`src/logic/exvd_defines.vh`:
```
/*
 Shared constants of the exception vector dispatch block: register offsets,
 priority field positions, reset values and vector numbers.
 Assumes it is included by bare name from the logic/ directory.
*/
`ifndef EXVD_DEFINES_VH
`define EXVD_DEFINES_VH

// Register byte offsets on APB
`define EXVD_OFS_PRI_F      12'h000
`define EXVD_OFS_PRI_G      12'h004
`define EXVD_OFS_PRI_H      12'h008
`define EXVD_OFS_STATUS     12'h00c

// Reset value of every priority field
`define EXVD_PRI_RST        4'h0

// Priority field positions (low bit of each 4-bit field)
`define EXVD_F_SERIAL1_LSB  0
`define EXVD_G_CONV_LSB     12
`define EXVD_G_SOFT_LSB     8
`define EXVD_G_CMT0_LSB     4
`define EXVD_G_CMT1_LSB     0
`define EXVD_H_WDT_BSC_LSB  12
`define EXVD_H_PORT_OE_LSB  8

// Status register fields
`define EXVD_ST_VEC_LSB     0
`define EXVD_ST_LVL_LSB     8
`define EXVD_ST_BUSY_BIT    16
`define EXVD_ST_PEND_LSB    20

// Vector numbers
`define EXVD_VEC_POR_PC     8'h00
`define EXVD_VEC_POR_SP     8'h01
`define EXVD_VEC_MAN_PC     8'h02
`define EXVD_VEC_MAN_SP     8'h03
`define EXVD_VEC_GEN_ILL    8'h04
`define EXVD_VEC_SLOT_ILL   8'h06
`define EXVD_VEC_CPU_AE     8'h09
`define EXVD_VEC_DMA_AE     8'h0a
`define EXVD_VEC_NMI        8'h0b
`define EXVD_VEC_UBREAK     8'h0c
`define EXVD_VEC_TRAP_LO    8'h20
`define EXVD_VEC_TRAP_HI    8'h3f
`define EXVD_VEC_SER1_ERR   8'h84
`define EXVD_VEC_SER1_RXF   8'h85
`define EXVD_VEC_SER1_TXE   8'h86
`define EXVD_VEC_SER1_TEND  8'h87
`define EXVD_VEC_CONV0      8'h88
`define EXVD_VEC_CONV1      8'h89
`define EXVD_VEC_SOFT_TE    8'h8c
`define EXVD_VEC_CMT0       8'h90
`define EXVD_VEC_CMT1       8'h94
`define EXVD_VEC_WDT        8'h98
`define EXVD_VEC_BSC        8'h99
`define EXVD_VEC_PORT_OE    8'h9c

// Number of peripheral sources in the fixed default order
`define EXVD_NSRC           12

`endif

```
`src/logic/exvd_arbiter.v`:
```
/*
 Level-based priority arbiter for peripheral interrupt sources, fixed order on equal levels.
 Assumes source 0 is the highest in the default order; all inputs are
 synchronous to the caller's clock, the logic is purely combinational.
*/
module exvd_arbiter #(
    parameter N  = 12,
    parameter LW = 4,
    parameter IW = 4
) (
    input  wire [N-1:0]    req,
    input  wire [N*LW-1:0] lvl_flat,
    output wire            found,
    output wire [IW-1:0]   win_idx,
    output wire [LW-1:0]   win_lvl
);

    wire [LW-1:0] best_lvl [0:N];
    wire [IW-1:0] best_idx [0:N];

    assign best_lvl[0] = {LW{1'b0}};
    assign best_idx[0] = {IW{1'b0}};

    // Strict compare: on equal level the earlier source keeps the win,
    // and a level of zero can never beat the starting value of zero
    genvar i;
    generate
        for (i = 0; i < N; i = i + 1) begin : g_chain
            wire [31:0]   idx_w = i;
            wire [LW-1:0] lvl_i = lvl_flat[i*LW +: LW];
            wire          take  = req[i] && (lvl_i > best_lvl[i]);
            assign best_lvl[i+1] = take ? lvl_i : best_lvl[i];
            assign best_idx[i+1] = take ? idx_w[IW-1:0] : best_idx[i];
        end
    endgenerate

    assign found   = (best_lvl[N] != {LW{1'b0}});
    assign win_idx = best_idx[N];
    assign win_lvl = best_lvl[N];

endmodule // exvd_arbiter

```
`src/logic/exvd_dispatch.v`:
```
/*
 Exception vector dispatch: holds the peripheral priority registers on APB,
 ranks pending exceptions and interrupts, and fetches vector table entries
 (reset PC and SP, or a service routine start address) for the core.
 Assumes one clock pclk, inputs synchronous to it, a memory port that answers
 a held fetch_req with fetch_ready, and a core that reloads its interrupt
 mask from dispatch_level after each interrupt dispatch.
*/
// The APB slave port and the register offsets were decided locally.
`include "exvd_defines.vh"

module exvd_dispatch #(
    parameter TWO_CONVERTERS = 1
) (
    input  wire        pclk,
    input  wire        presetn,
    input  wire        clk_en,
    input  wire        psel,
    input  wire        penable,
    input  wire        pwrite,
    input  wire [11:0] paddr,
    input  wire [31:0] pwdata,
    output wire [31:0] prdata,
    output wire        pready,
    output wire        pslverr,
    input  wire        manual_reset_req,
    input  wire        illegal_general_req,
    input  wire        illegal_slot_req,
    input  wire        cpu_addr_err_req,
    input  wire        dma_addr_err_req,
    input  wire        nmi_req,
    input  wire        user_break_req,
    input  wire        trap_req,
    input  wire [7:0]  trap_imm,
    input  wire        serial1_receive_error_irq,
    input  wire        serial1_receive_full_irq,
    input  wire        serial1_transmit_empty_irq,
    input  wire        serial1_transmit_end_irq,
    input  wire        converter_done_irq_first,
    input  wire        converter_done_irq_second,
    input  wire        soft_transfer_end_irq,
    input  wire        compare_timer0_match_irq,
    input  wire        compare_timer1_match_irq,
    input  wire        watchdog_interval_irq,
    input  wire        bus_controller_match_irq,
    input  wire        port_output_enable_irq,
    input  wire [3:0]  cpu_int_mask,
    input  wire [31:0] vector_base,
    output wire        fetch_req,
    output wire [31:0] fetch_addr,
    input  wire        fetch_ready,
    input  wire [31:0] fetch_data,
    output wire        pc_load,
    output wire [31:0] pc_value,
    output wire        sp_load,
    output wire [31:0] sp_value,
    output wire        dispatch_done,
    output wire [7:0]  dispatch_vector,
    output wire [3:0]  dispatch_level,
    output wire        busy
);

    localparam NSRC = `EXVD_NSRC;

    localparam ST_IDLE = 2'd0;
    localparam ST_PC   = 2'd1;
    localparam ST_SP   = 2'd2;
    localparam ST_VEC  = 2'd3;

    // Pending bit positions of manual reset, exceptions, NMI and user break, highest first
    localparam P_MAN   = 0;
    localparam P_CPUAE = 1;
    localparam P_DMAAE = 2;
    localparam P_SLOT  = 3;
    localparam P_GEN   = 4;
    localparam P_TRAP  = 5;
    localparam P_NMI   = 6;
    localparam P_UBRK  = 7;
    localparam NPEND   = 8;

    reg  [15:0]      pri_f_r, pri_g_r, pri_h_r;
    reg  [31:0]      prdata_r;
    reg              rd_captured_r;
    reg  [1:0]       state_r, state_nxt;
    reg  [31:0]      fetch_addr_r, fetch_addr_nxt;
    reg  [31:0]      pc_value_r, sp_value_r;
    reg              pc_load_r, sp_load_r, done_r;
    reg  [7:0]       vec_r, vec_nxt;
    reg  [3:0]       lvl_r, lvl_nxt;
    reg  [NPEND-1:0] pend_r;
    reg  [NPEND-1:0] pend_clr;
    reg  [7:0]       trap_vec_r;
    reg  [31:0]      rd_mux;
    reg  [7:0]       irq_vec;

    wire             wr_en, mapped;
    wire [NPEND-1:0] pend_set;
    wire [NSRC-1:0]  irq_req;
    wire [NSRC*4-1:0] irq_lvl;
    wire             arb_found;
    wire [3:0]       arb_idx, arb_lvl;
    wire             irq_take, trap_ok;
    wire [7:0]       trap_vec_sel;

    // APB slave: reads are captured in the setup cycle, so both reads and
    // writes finish with no wait unless the clock enable holds them off
    assign mapped  = (paddr == `EXVD_OFS_PRI_F) || (paddr == `EXVD_OFS_PRI_G) ||
                     (paddr == `EXVD_OFS_PRI_H) || (paddr == `EXVD_OFS_STATUS);
    assign pready  = clk_en && (pwrite || rd_captured_r);
    assign pslverr = psel && penable && pready && !mapped;
    assign prdata  = prdata_r;
    assign wr_en   = psel && penable && pwrite && clk_en && mapped;

    always @* begin
        rd_mux = 32'h0000_0000;
        if (paddr == `EXVD_OFS_PRI_F) begin
            rd_mux = {16'h0000, pri_f_r};
        end else if (paddr == `EXVD_OFS_PRI_G) begin
            rd_mux = {16'h0000, pri_g_r};
        end else if (paddr == `EXVD_OFS_PRI_H) begin
            rd_mux = {16'h0000, pri_h_r};
        end else if (paddr == `EXVD_OFS_STATUS) begin
            rd_mux[`EXVD_ST_VEC_LSB +: 8]     = vec_r;
            rd_mux[`EXVD_ST_LVL_LSB +: 4]     = lvl_r;
            rd_mux[`EXVD_ST_BUSY_BIT]         = busy;
            rd_mux[`EXVD_ST_PEND_LSB +: NPEND] = pend_r;
        end
    end

    // Only the documented priority fields exist; the other bits read zero
    always @(posedge pclk or negedge presetn) begin
        if (!presetn) begin
            pri_f_r       <= 16'h0000;
            pri_g_r       <= 16'h0000;
            pri_h_r       <= 16'h0000;
            prdata_r      <= 32'h0000_0000;
            rd_captured_r <= 1'b0;
        end else if (clk_en) begin
            if (psel && !pwrite && !rd_captured_r) begin
                prdata_r <= rd_mux;
            end
            rd_captured_r <= psel && !pwrite && !(penable && rd_captured_r);
            if (wr_en && paddr == `EXVD_OFS_PRI_F) begin
                pri_f_r <= {12'h000, pwdata[`EXVD_F_SERIAL1_LSB +: 4]};
            end
            if (wr_en && paddr == `EXVD_OFS_PRI_G) begin
                pri_g_r <= pwdata[15:0];
            end
            if (wr_en && paddr == `EXVD_OFS_PRI_H) begin
                pri_h_r <= {pwdata[15:8], 8'h00};
            end
        end
    end

    // Peripheral sources in fixed default order, index 0 ranks highest
    assign irq_req = {port_output_enable_irq,
                      bus_controller_match_irq,
                      watchdog_interval_irq,
                      compare_timer1_match_irq,
                      compare_timer0_match_irq,
                      soft_transfer_end_irq,
                      converter_done_irq_second && (TWO_CONVERTERS != 0),
                      converter_done_irq_first,
                      serial1_transmit_end_irq,
                      serial1_transmit_empty_irq,
                      serial1_receive_full_irq,
                      serial1_receive_error_irq};

    assign irq_lvl = {pri_h_r[`EXVD_H_PORT_OE_LSB +: 4],
                      pri_h_r[`EXVD_H_WDT_BSC_LSB +: 4],
                      pri_h_r[`EXVD_H_WDT_BSC_LSB +: 4],
                      pri_g_r[`EXVD_G_CMT1_LSB +: 4],
                      pri_g_r[`EXVD_G_CMT0_LSB +: 4],
                      pri_g_r[`EXVD_G_SOFT_LSB +: 4],
                      pri_g_r[`EXVD_G_CONV_LSB +: 4],
                      pri_g_r[`EXVD_G_CONV_LSB +: 4],
                      {4{pri_f_r[`EXVD_F_SERIAL1_LSB +: 4]}}};

    exvd_arbiter #(
        .N  (NSRC),
        .LW (4),
        .IW (4)
    ) u_arb (
        .req      (irq_req),
        .lvl_flat (irq_lvl),
        .found    (arb_found),
        .win_idx  (arb_idx),
        .win_lvl  (arb_lvl)
    );

    // Only the listed numbers are ever produced, so reserved ones stay unused
    always @* begin
        case (arb_idx)
            4'h0:    irq_vec = `EXVD_VEC_SER1_ERR;
            4'h1:    irq_vec = `EXVD_VEC_SER1_RXF;
            4'h2:    irq_vec = `EXVD_VEC_SER1_TXE;
            4'h3:    irq_vec = `EXVD_VEC_SER1_TEND;
            4'h4:    irq_vec = `EXVD_VEC_CONV0;
            4'h5:    irq_vec = `EXVD_VEC_CONV1;
            4'h6:    irq_vec = `EXVD_VEC_SOFT_TE;
            4'h7:    irq_vec = `EXVD_VEC_CMT0;
            4'h8:    irq_vec = `EXVD_VEC_CMT1;
            4'h9:    irq_vec = `EXVD_VEC_WDT;
            4'ha:    irq_vec = `EXVD_VEC_BSC;
            default: irq_vec = `EXVD_VEC_PORT_OE;
        endcase
    end

    // The core's current mask still gates peripheral sources; NMI ignores it
    assign irq_take = arb_found && (arb_lvl > cpu_int_mask);

    // An immediate outside the user range would land on a reserved or
    // system vector, so it is turned into a general illegal instruction
    assign trap_ok      = (trap_imm >= `EXVD_VEC_TRAP_LO) && (trap_imm <= `EXVD_VEC_TRAP_HI);
    assign trap_vec_sel = trap_imm;

    assign pend_set = {user_break_req,
                       nmi_req,
                       trap_req && trap_ok,
                       illegal_general_req || (trap_req && !trap_ok),
                       illegal_slot_req,
                       dma_addr_err_req,
                       cpu_addr_err_req,
                       manual_reset_req};

    // Sequencer: picks the highest pending event when idle, then fetches
    always @* begin
        state_nxt      = state_r;
        fetch_addr_nxt = fetch_addr_r;
        vec_nxt        = vec_r;
        lvl_nxt        = lvl_r;
        pend_clr       = {NPEND{1'b0}};
        case (state_r)
            ST_IDLE: begin
                if (pend_r[P_MAN]) begin
                    pend_clr[P_MAN] = 1'b1;
                    vec_nxt         = `EXVD_VEC_MAN_PC;
                end else if (pend_r[P_CPUAE]) begin
                    pend_clr[P_CPUAE] = 1'b1;
                    vec_nxt           = `EXVD_VEC_CPU_AE;
                end else if (pend_r[P_DMAAE]) begin
                    pend_clr[P_DMAAE] = 1'b1;
                    vec_nxt           = `EXVD_VEC_DMA_AE;
                end else if (pend_r[P_SLOT]) begin
                    pend_clr[P_SLOT] = 1'b1;
                    vec_nxt          = `EXVD_VEC_SLOT_ILL;
                end else if (pend_r[P_GEN]) begin
                    pend_clr[P_GEN] = 1'b1;
                    vec_nxt         = `EXVD_VEC_GEN_ILL;
                end else if (pend_r[P_TRAP]) begin
                    pend_clr[P_TRAP] = 1'b1;
                    vec_nxt          = trap_vec_r;
                end else if (pend_r[P_NMI]) begin
                    pend_clr[P_NMI] = 1'b1;
                    vec_nxt         = `EXVD_VEC_NMI;
                    lvl_nxt         = 4'hf;
                end else if (pend_r[P_UBRK]) begin
                    pend_clr[P_UBRK] = 1'b1;
                    vec_nxt          = `EXVD_VEC_UBREAK;
                end else if (irq_take) begin
                    vec_nxt   = irq_vec;
                    lvl_nxt   = arb_lvl;
                end
                if (pend_clr[P_MAN]) begin
                    state_nxt      = ST_PC;
                    // Reset entries sit at the bottom of memory, not at the base
                    fetch_addr_nxt = {22'h000000, vec_nxt, 2'b00};
                end else if ((pend_clr != {NPEND{1'b0}}) || irq_take) begin
                    state_nxt      = ST_VEC;
                    fetch_addr_nxt = vector_base + {22'h000000, vec_nxt, 2'b00};
                end
            end
            ST_PC: begin
                if (fetch_ready) begin
                    fetch_addr_nxt = fetch_addr_r + 32'h0000_0004;
                    state_nxt      = ST_SP;
                end
            end
            default: begin
                if (fetch_ready) begin
                    state_nxt = ST_IDLE;
                end
            end
        endcase
    end

    assign fetch_req  = (state_r != ST_IDLE);
    assign fetch_addr = fetch_addr_r;
    assign busy       = (state_r != ST_IDLE);

    // Power-on reset starts the sequencer on the reset PC entry itself
    always @(posedge pclk or negedge presetn) begin
        if (!presetn) begin
            state_r      <= ST_PC;
            fetch_addr_r <= 32'h0000_0000;
            vec_r        <= `EXVD_VEC_POR_PC;
            lvl_r        <= 4'h0;
            pend_r       <= {NPEND{1'b0}};
            trap_vec_r   <= `EXVD_VEC_TRAP_LO;
            pc_value_r   <= 32'h0000_0000;
            sp_value_r   <= 32'h0000_0000;
            pc_load_r    <= 1'b0;
            sp_load_r    <= 1'b0;
            done_r       <= 1'b0;
        end else if (clk_en) begin
            state_r      <= state_nxt;
            fetch_addr_r <= fetch_addr_nxt;
            vec_r        <= vec_nxt;
            lvl_r        <= lvl_nxt;
            // A new event in the cycle its bit is taken stays pending
            pend_r       <= (pend_r & ~pend_clr) | pend_set;
            if (trap_req && trap_ok && !(pend_r[P_TRAP] && !pend_clr[P_TRAP])) begin
                trap_vec_r <= trap_vec_sel;
            end
            pc_load_r <= 1'b0;
            sp_load_r <= 1'b0;
            done_r    <= 1'b0;
            if (fetch_ready && (state_r == ST_PC || state_r == ST_VEC)) begin
                pc_value_r <= fetch_data;
            end
            if (fetch_ready && state_r == ST_VEC) begin
                pc_load_r <= 1'b1;
                done_r    <= 1'b1;
            end
            if (fetch_ready && state_r == ST_SP) begin
                // PC and SP are handed over together once both are in
                sp_value_r <= fetch_data;
                pc_load_r  <= 1'b1;
                sp_load_r  <= 1'b1;
                done_r     <= 1'b1;
            end
        end
    end

    assign pc_load         = pc_load_r;
    assign pc_value        = pc_value_r;
    assign sp_load         = sp_load_r;
    assign sp_value        = sp_value_r;
    assign dispatch_done   = done_r;
    assign dispatch_vector = vec_r;
    assign dispatch_level  = lvl_r;

endmodule // exvd_dispatch

```
`config.mk`:
```
export PLATFORM = sky130hd
export DESIGN_NAME = exvd_dispatch
export DESIGN_NICKNAME = d
export VERILOG_FILES = /design/src/logic/exvd_arbiter.v /design/src/logic/exvd_dispatch.v
export VERILOG_INCLUDE_DIRS = /design/src /design/src/logic
export SDC_FILE = /design/constraint.sdc
export NUM_CORES = 1
export LEC_CHECK = 0
export ABC_AREA = 1
export BUFFER_PORTS_ARGS = -buffer_cell sky130_fd_sc_hd__buf_2
export CORE_ASPECT_RATIO = 1.75
export CORE_MARGIN = 2
export CORE_UTILIZATION = 58
export DETAILED_ROUTE_END_ITERATION = 8
export HOLD_SLACK_MARGIN = 0.05
export PLACE_DENSITY = 0.87
export SLEW_MARGIN = 20
export SYNTH_ARGS = -nofsm -noshare
export SYNTH_HDL_FRONTEND = slang
export SYNTH_SLANG_ARGS = --single-unit
```
`constraint.sdc`:
```
create_clock -name pclk -period 30.7 [get_ports pclk]
set_input_delay 3.07 -clock pclk [delete_from_list [all_inputs] [get_ports pclk]]
set_output_delay 3.07 -clock pclk [all_outputs]
set_load 0.02 [all_outputs]
```
==> impl_results.md <==
* Compound-gate portion of the synthesized area at 16.54%
* Async SR Flop Fraction at 100.0%
* Placed standard-cell area at 12610 sq um
* CTS H-tree depth at 4
* Data arrival time of the critical path at 18.98 ns
* Initial drt markers at 730
* Largest area contributor in the synthesized netlist: dfrtp_1
* Leftover overflow at the end of global routing at 0
* Warnings, synthesis at 0
* Clock sinks at 182
* Max-cap viol count at 0
* Synth Cell Area at 11110 sq um
* Setup TNS after final layout at 0 ns
* Clk pin slew, worst setup/hold paths at 0.07 ns
* Area share of xor/xnor cells in the synthesized design at 0.1577%
* Primary flip-flop cell chosen by synthesis mapping: dfrtp_1
* Starting density of the core at 58.62%
* Combinational family with the most area after synthesis: simple AND/OR/NAND/NOR gates
* Average via count per standard cell at 5.645
* Total Routed Length at 32860 um
* Layout cells sized above 1 at 22.99%
* Inserted Clock Buffers at 17
* Worst Setup Path Type: in -> reg
* Number of buffers inserted by port buffering at 270
* Maximum net fanout on the critical path at 12
* Worst EP required at 31.08 ns
* Count of vias placed by the detailed router at 11220
* Final Instance Count excl. Fillers at 1988
* Seq/Total Area, Yosys at 41.03%
* Netlist cell types at 56
* Maximum number of pins on one net before global-route repair at 113
* Standby leakage power at 7.100 nW
* ANT nets after route at 0
* Die ar. at 20310 sq um
* Final-report setup violation count at 0
* Largest voltage drop on the vdd net at 0.00006680 V
* Delay of the slowest cell on the worst path at 0.40 ns
* Clock tree from TritonCTS: built
* Post-synthesis adder-cell area fraction at 5.363%
* Most common cell in the netlist: nand2_1
* Placement row count at 67
* Run status: finished clean
* Setup repair after global routing missed its margin: false
* Number of antenna violations at the first check in global routing at 7
* Dpl hpwl at 25260 um
* Area share of and/or/nand/nor cells after synthesis at 25.79%
* Final std cell area, no fill at 13240 sq um
* Hold path depth at 2
* Number of remaining DRC errors at 0
* Area delta synth->final at 19.21%
* Crit start category: primary input
* Number of iterations in the first detailed-routing pass at 6
* Post-synthesis instance total at 1471
* Top cells by area, synth: dfrtp_1 (41%), nand2_1 (12%), o21ai_0 (8.2%)
* Insertion delay to the later sink of the worst-skew pair at 0.44 ns
* Multiplexer share of the synthesized area at 1.217%
* Share of the cycle needed by the critical path after routing at 60.58%
* Post-route clock skew at 0.01497 ns
* CTS root buffer: clkbuf_16
* Min Clock Period, post-route at 18.60 ns
* Last weighted congestion value of the routability-driven placer at 0.9466
* Number of global-route vias before repair at 10980
* Cts-stage hold buffer count at 0
* Final hold vios at 0
* EDFF count, synth at 0
* Number of nets in the layout at 1925
* FF+latch count, synth at 182
* Cell types with the highest counts after synthesis: nand2_1 (355), inv_1 (215), o21ai_0 (182)
* Number of placed instances, taps included at 1953
* Slew at the pin with the worst max-slew slack at 1.037 ns
* Routed length per instance at 16.53 um
* Clk buf depth at 2
* Placeable core region at 18950 sq um
* Final slew viol count at 0
* Number of primary I/O pins at 294
* Hold WC Path Type: reg -> reg
* Area fraction of the dominant cell type after synthesis at 40.56%
* Buffers inserted by post-CTS timing repair at 0
* CTS-repair resized insts at 0
* DIE WIDTH at 108.6 um
* Most repeated library cell on the critical path: nand2_1
* Capturing element type of the critical path: flop
* Upper clock frequency limit at 53.77 MHz
* Final standard cell utilization of the core at 69.88%
* Die Y at 187.1 um
* Total power density per cell area at 78.19 nW/um^2
* Worst reg-to-reg path cell count at 116
* Wire length of the first global-routing pass at 52170 um
* Relative max-transition margin at 30.35%
* Cell type of the slowest stage on the worst timing path: fa_1
* Synthesized area per cell at 7.550 sq um
* Aggregate global-route resource usage at 33.00%
## cells by family after synthesis
logic type / count (synthesis)
adder cells (fa/ha/maj): 47
multiplexers: 12
AND/OR/NAND/NOR: 635
buffers and inverters: 267
other: 1
flip-flops: 182
XOR/XNOR: 2
AO/OA/AOI/OAI: 325
## cells in the final DEF (no fill, tap or decap), types with 3 or more instances in the layout
cell type  netlist  layout
nand2_1        355     355
a221oi_1         4       4
a21oi_1         43      43
nor3_1          19      19
nand2_2         22      22
inv_1          215     215
nor2_2           8       8
o31ai_1          6       6
nand4_1         18      18
diode_2          0       3
clkbuf_16        0      17
mux2_2          11      11
a31oi_1         13      13
nor2_4           5       5
nand3_2         10      10
ha_1            46      46
buf_4           10       7
nor2_1          89      89
conb_1           1       7
buf_2            2     269
nor4_1          10       9
clkinv_8         0       4
dfrtp_1        180     180
nand3_1         77      75
or2_2            7       7
o22ai_1         15      15
o21ai_0        182     182
o32ai_1          5       5
nand2_4          9       9
inv_2            7       7
inv_6            1       7
o21bai_1        13      13
o21ai_1         21      21
a32o_1           6       6
## layout make-up
type | instances | area (sq um)
fill | 1591 | 5707
multi-input combinational | 1028 | 5507
sequential | 182 | 4557
timing repair buffer | 277 | 1413
inverter | 225 | 849.6
clock buffer | 17 | 425.4
tap | 241 | 301.5
clock inverter | 15 | 178.9
antenna | 3 | 7.507
## critical path: cells and delay by family
family,cells,cell delay [ns]
simple gates,64,7.22
fa+ha+maj,13,3.90
compound gates,23,3.71
buf+inv,16,1.04
## power breakdown
part | internal [mW] | switching [mW]
logic | 0.146 | 0.310
clock network | 0.117 | 0.108
registers | 0.305 | 0.0500
total | 0.568 | 0.467
## registers in the layout, summed over array words and instances, names as in the netlist
register	flops
prdata	25
dispatch_done	1
fetch_addr	32
pc_value	32
dispatch_level	4
state_r	2
pri_g_r	16
trap_vec_r	8
pend_r	8
pri_f_r	4
dispatch_vector	8
pri_h_r	8
sp_load	1
rd_captured_r	1
sp_value	32
## path summary, 6_finish.rpt
| path | from | slack, ns | endpoint |
|---|---|---|---|
| setup / recovery | serial1_receive_error_irq | 12.10 | fetch_addr[28] |
| hold / removal | trap_vec_r[3] | 0.47 | trap_vec_r[3] |
| setup reg to reg | pri_f_r[3] | 14.23 | fetch_addr[28] |
| hold reg to reg | trap_vec_r[3] | 0.47 | trap_vec_r[3] |
| max in group asynchronous | presetn | 26.46 | fetch_addr[11] |
| min in group asynchronous | presetn | 2.76 | prdata[10] |
## per-layer routing
layer | GRT usage, % | wire, um | vias to the layer above
met4 | 20.81 | 2179 | 6
met2 | 59.04 | 17390 | 500
met3 | 8.258 | 2310 | 154
li1 | - | - | 5341
met5 | 0 | 22 | -
met1 | 33.09 | 10950 | 5221
## metrics by stage
stage          setup slack [ns]  hold WS [ns]  power [mW]
4_1_cts                   12.20        0.4763       1.035
3_5_place_dp              11.90        0.4582      0.8091
2_1_floorplan             14.31        0.4422      0.6625
3_3_place_gp              12.25        0.4582      0.7934
6_report                  12.10        0.4743       1.035
5_1_grt                   10.42        0.4931       1.102
Note: power is estimated with default switching activity, not from simulation.
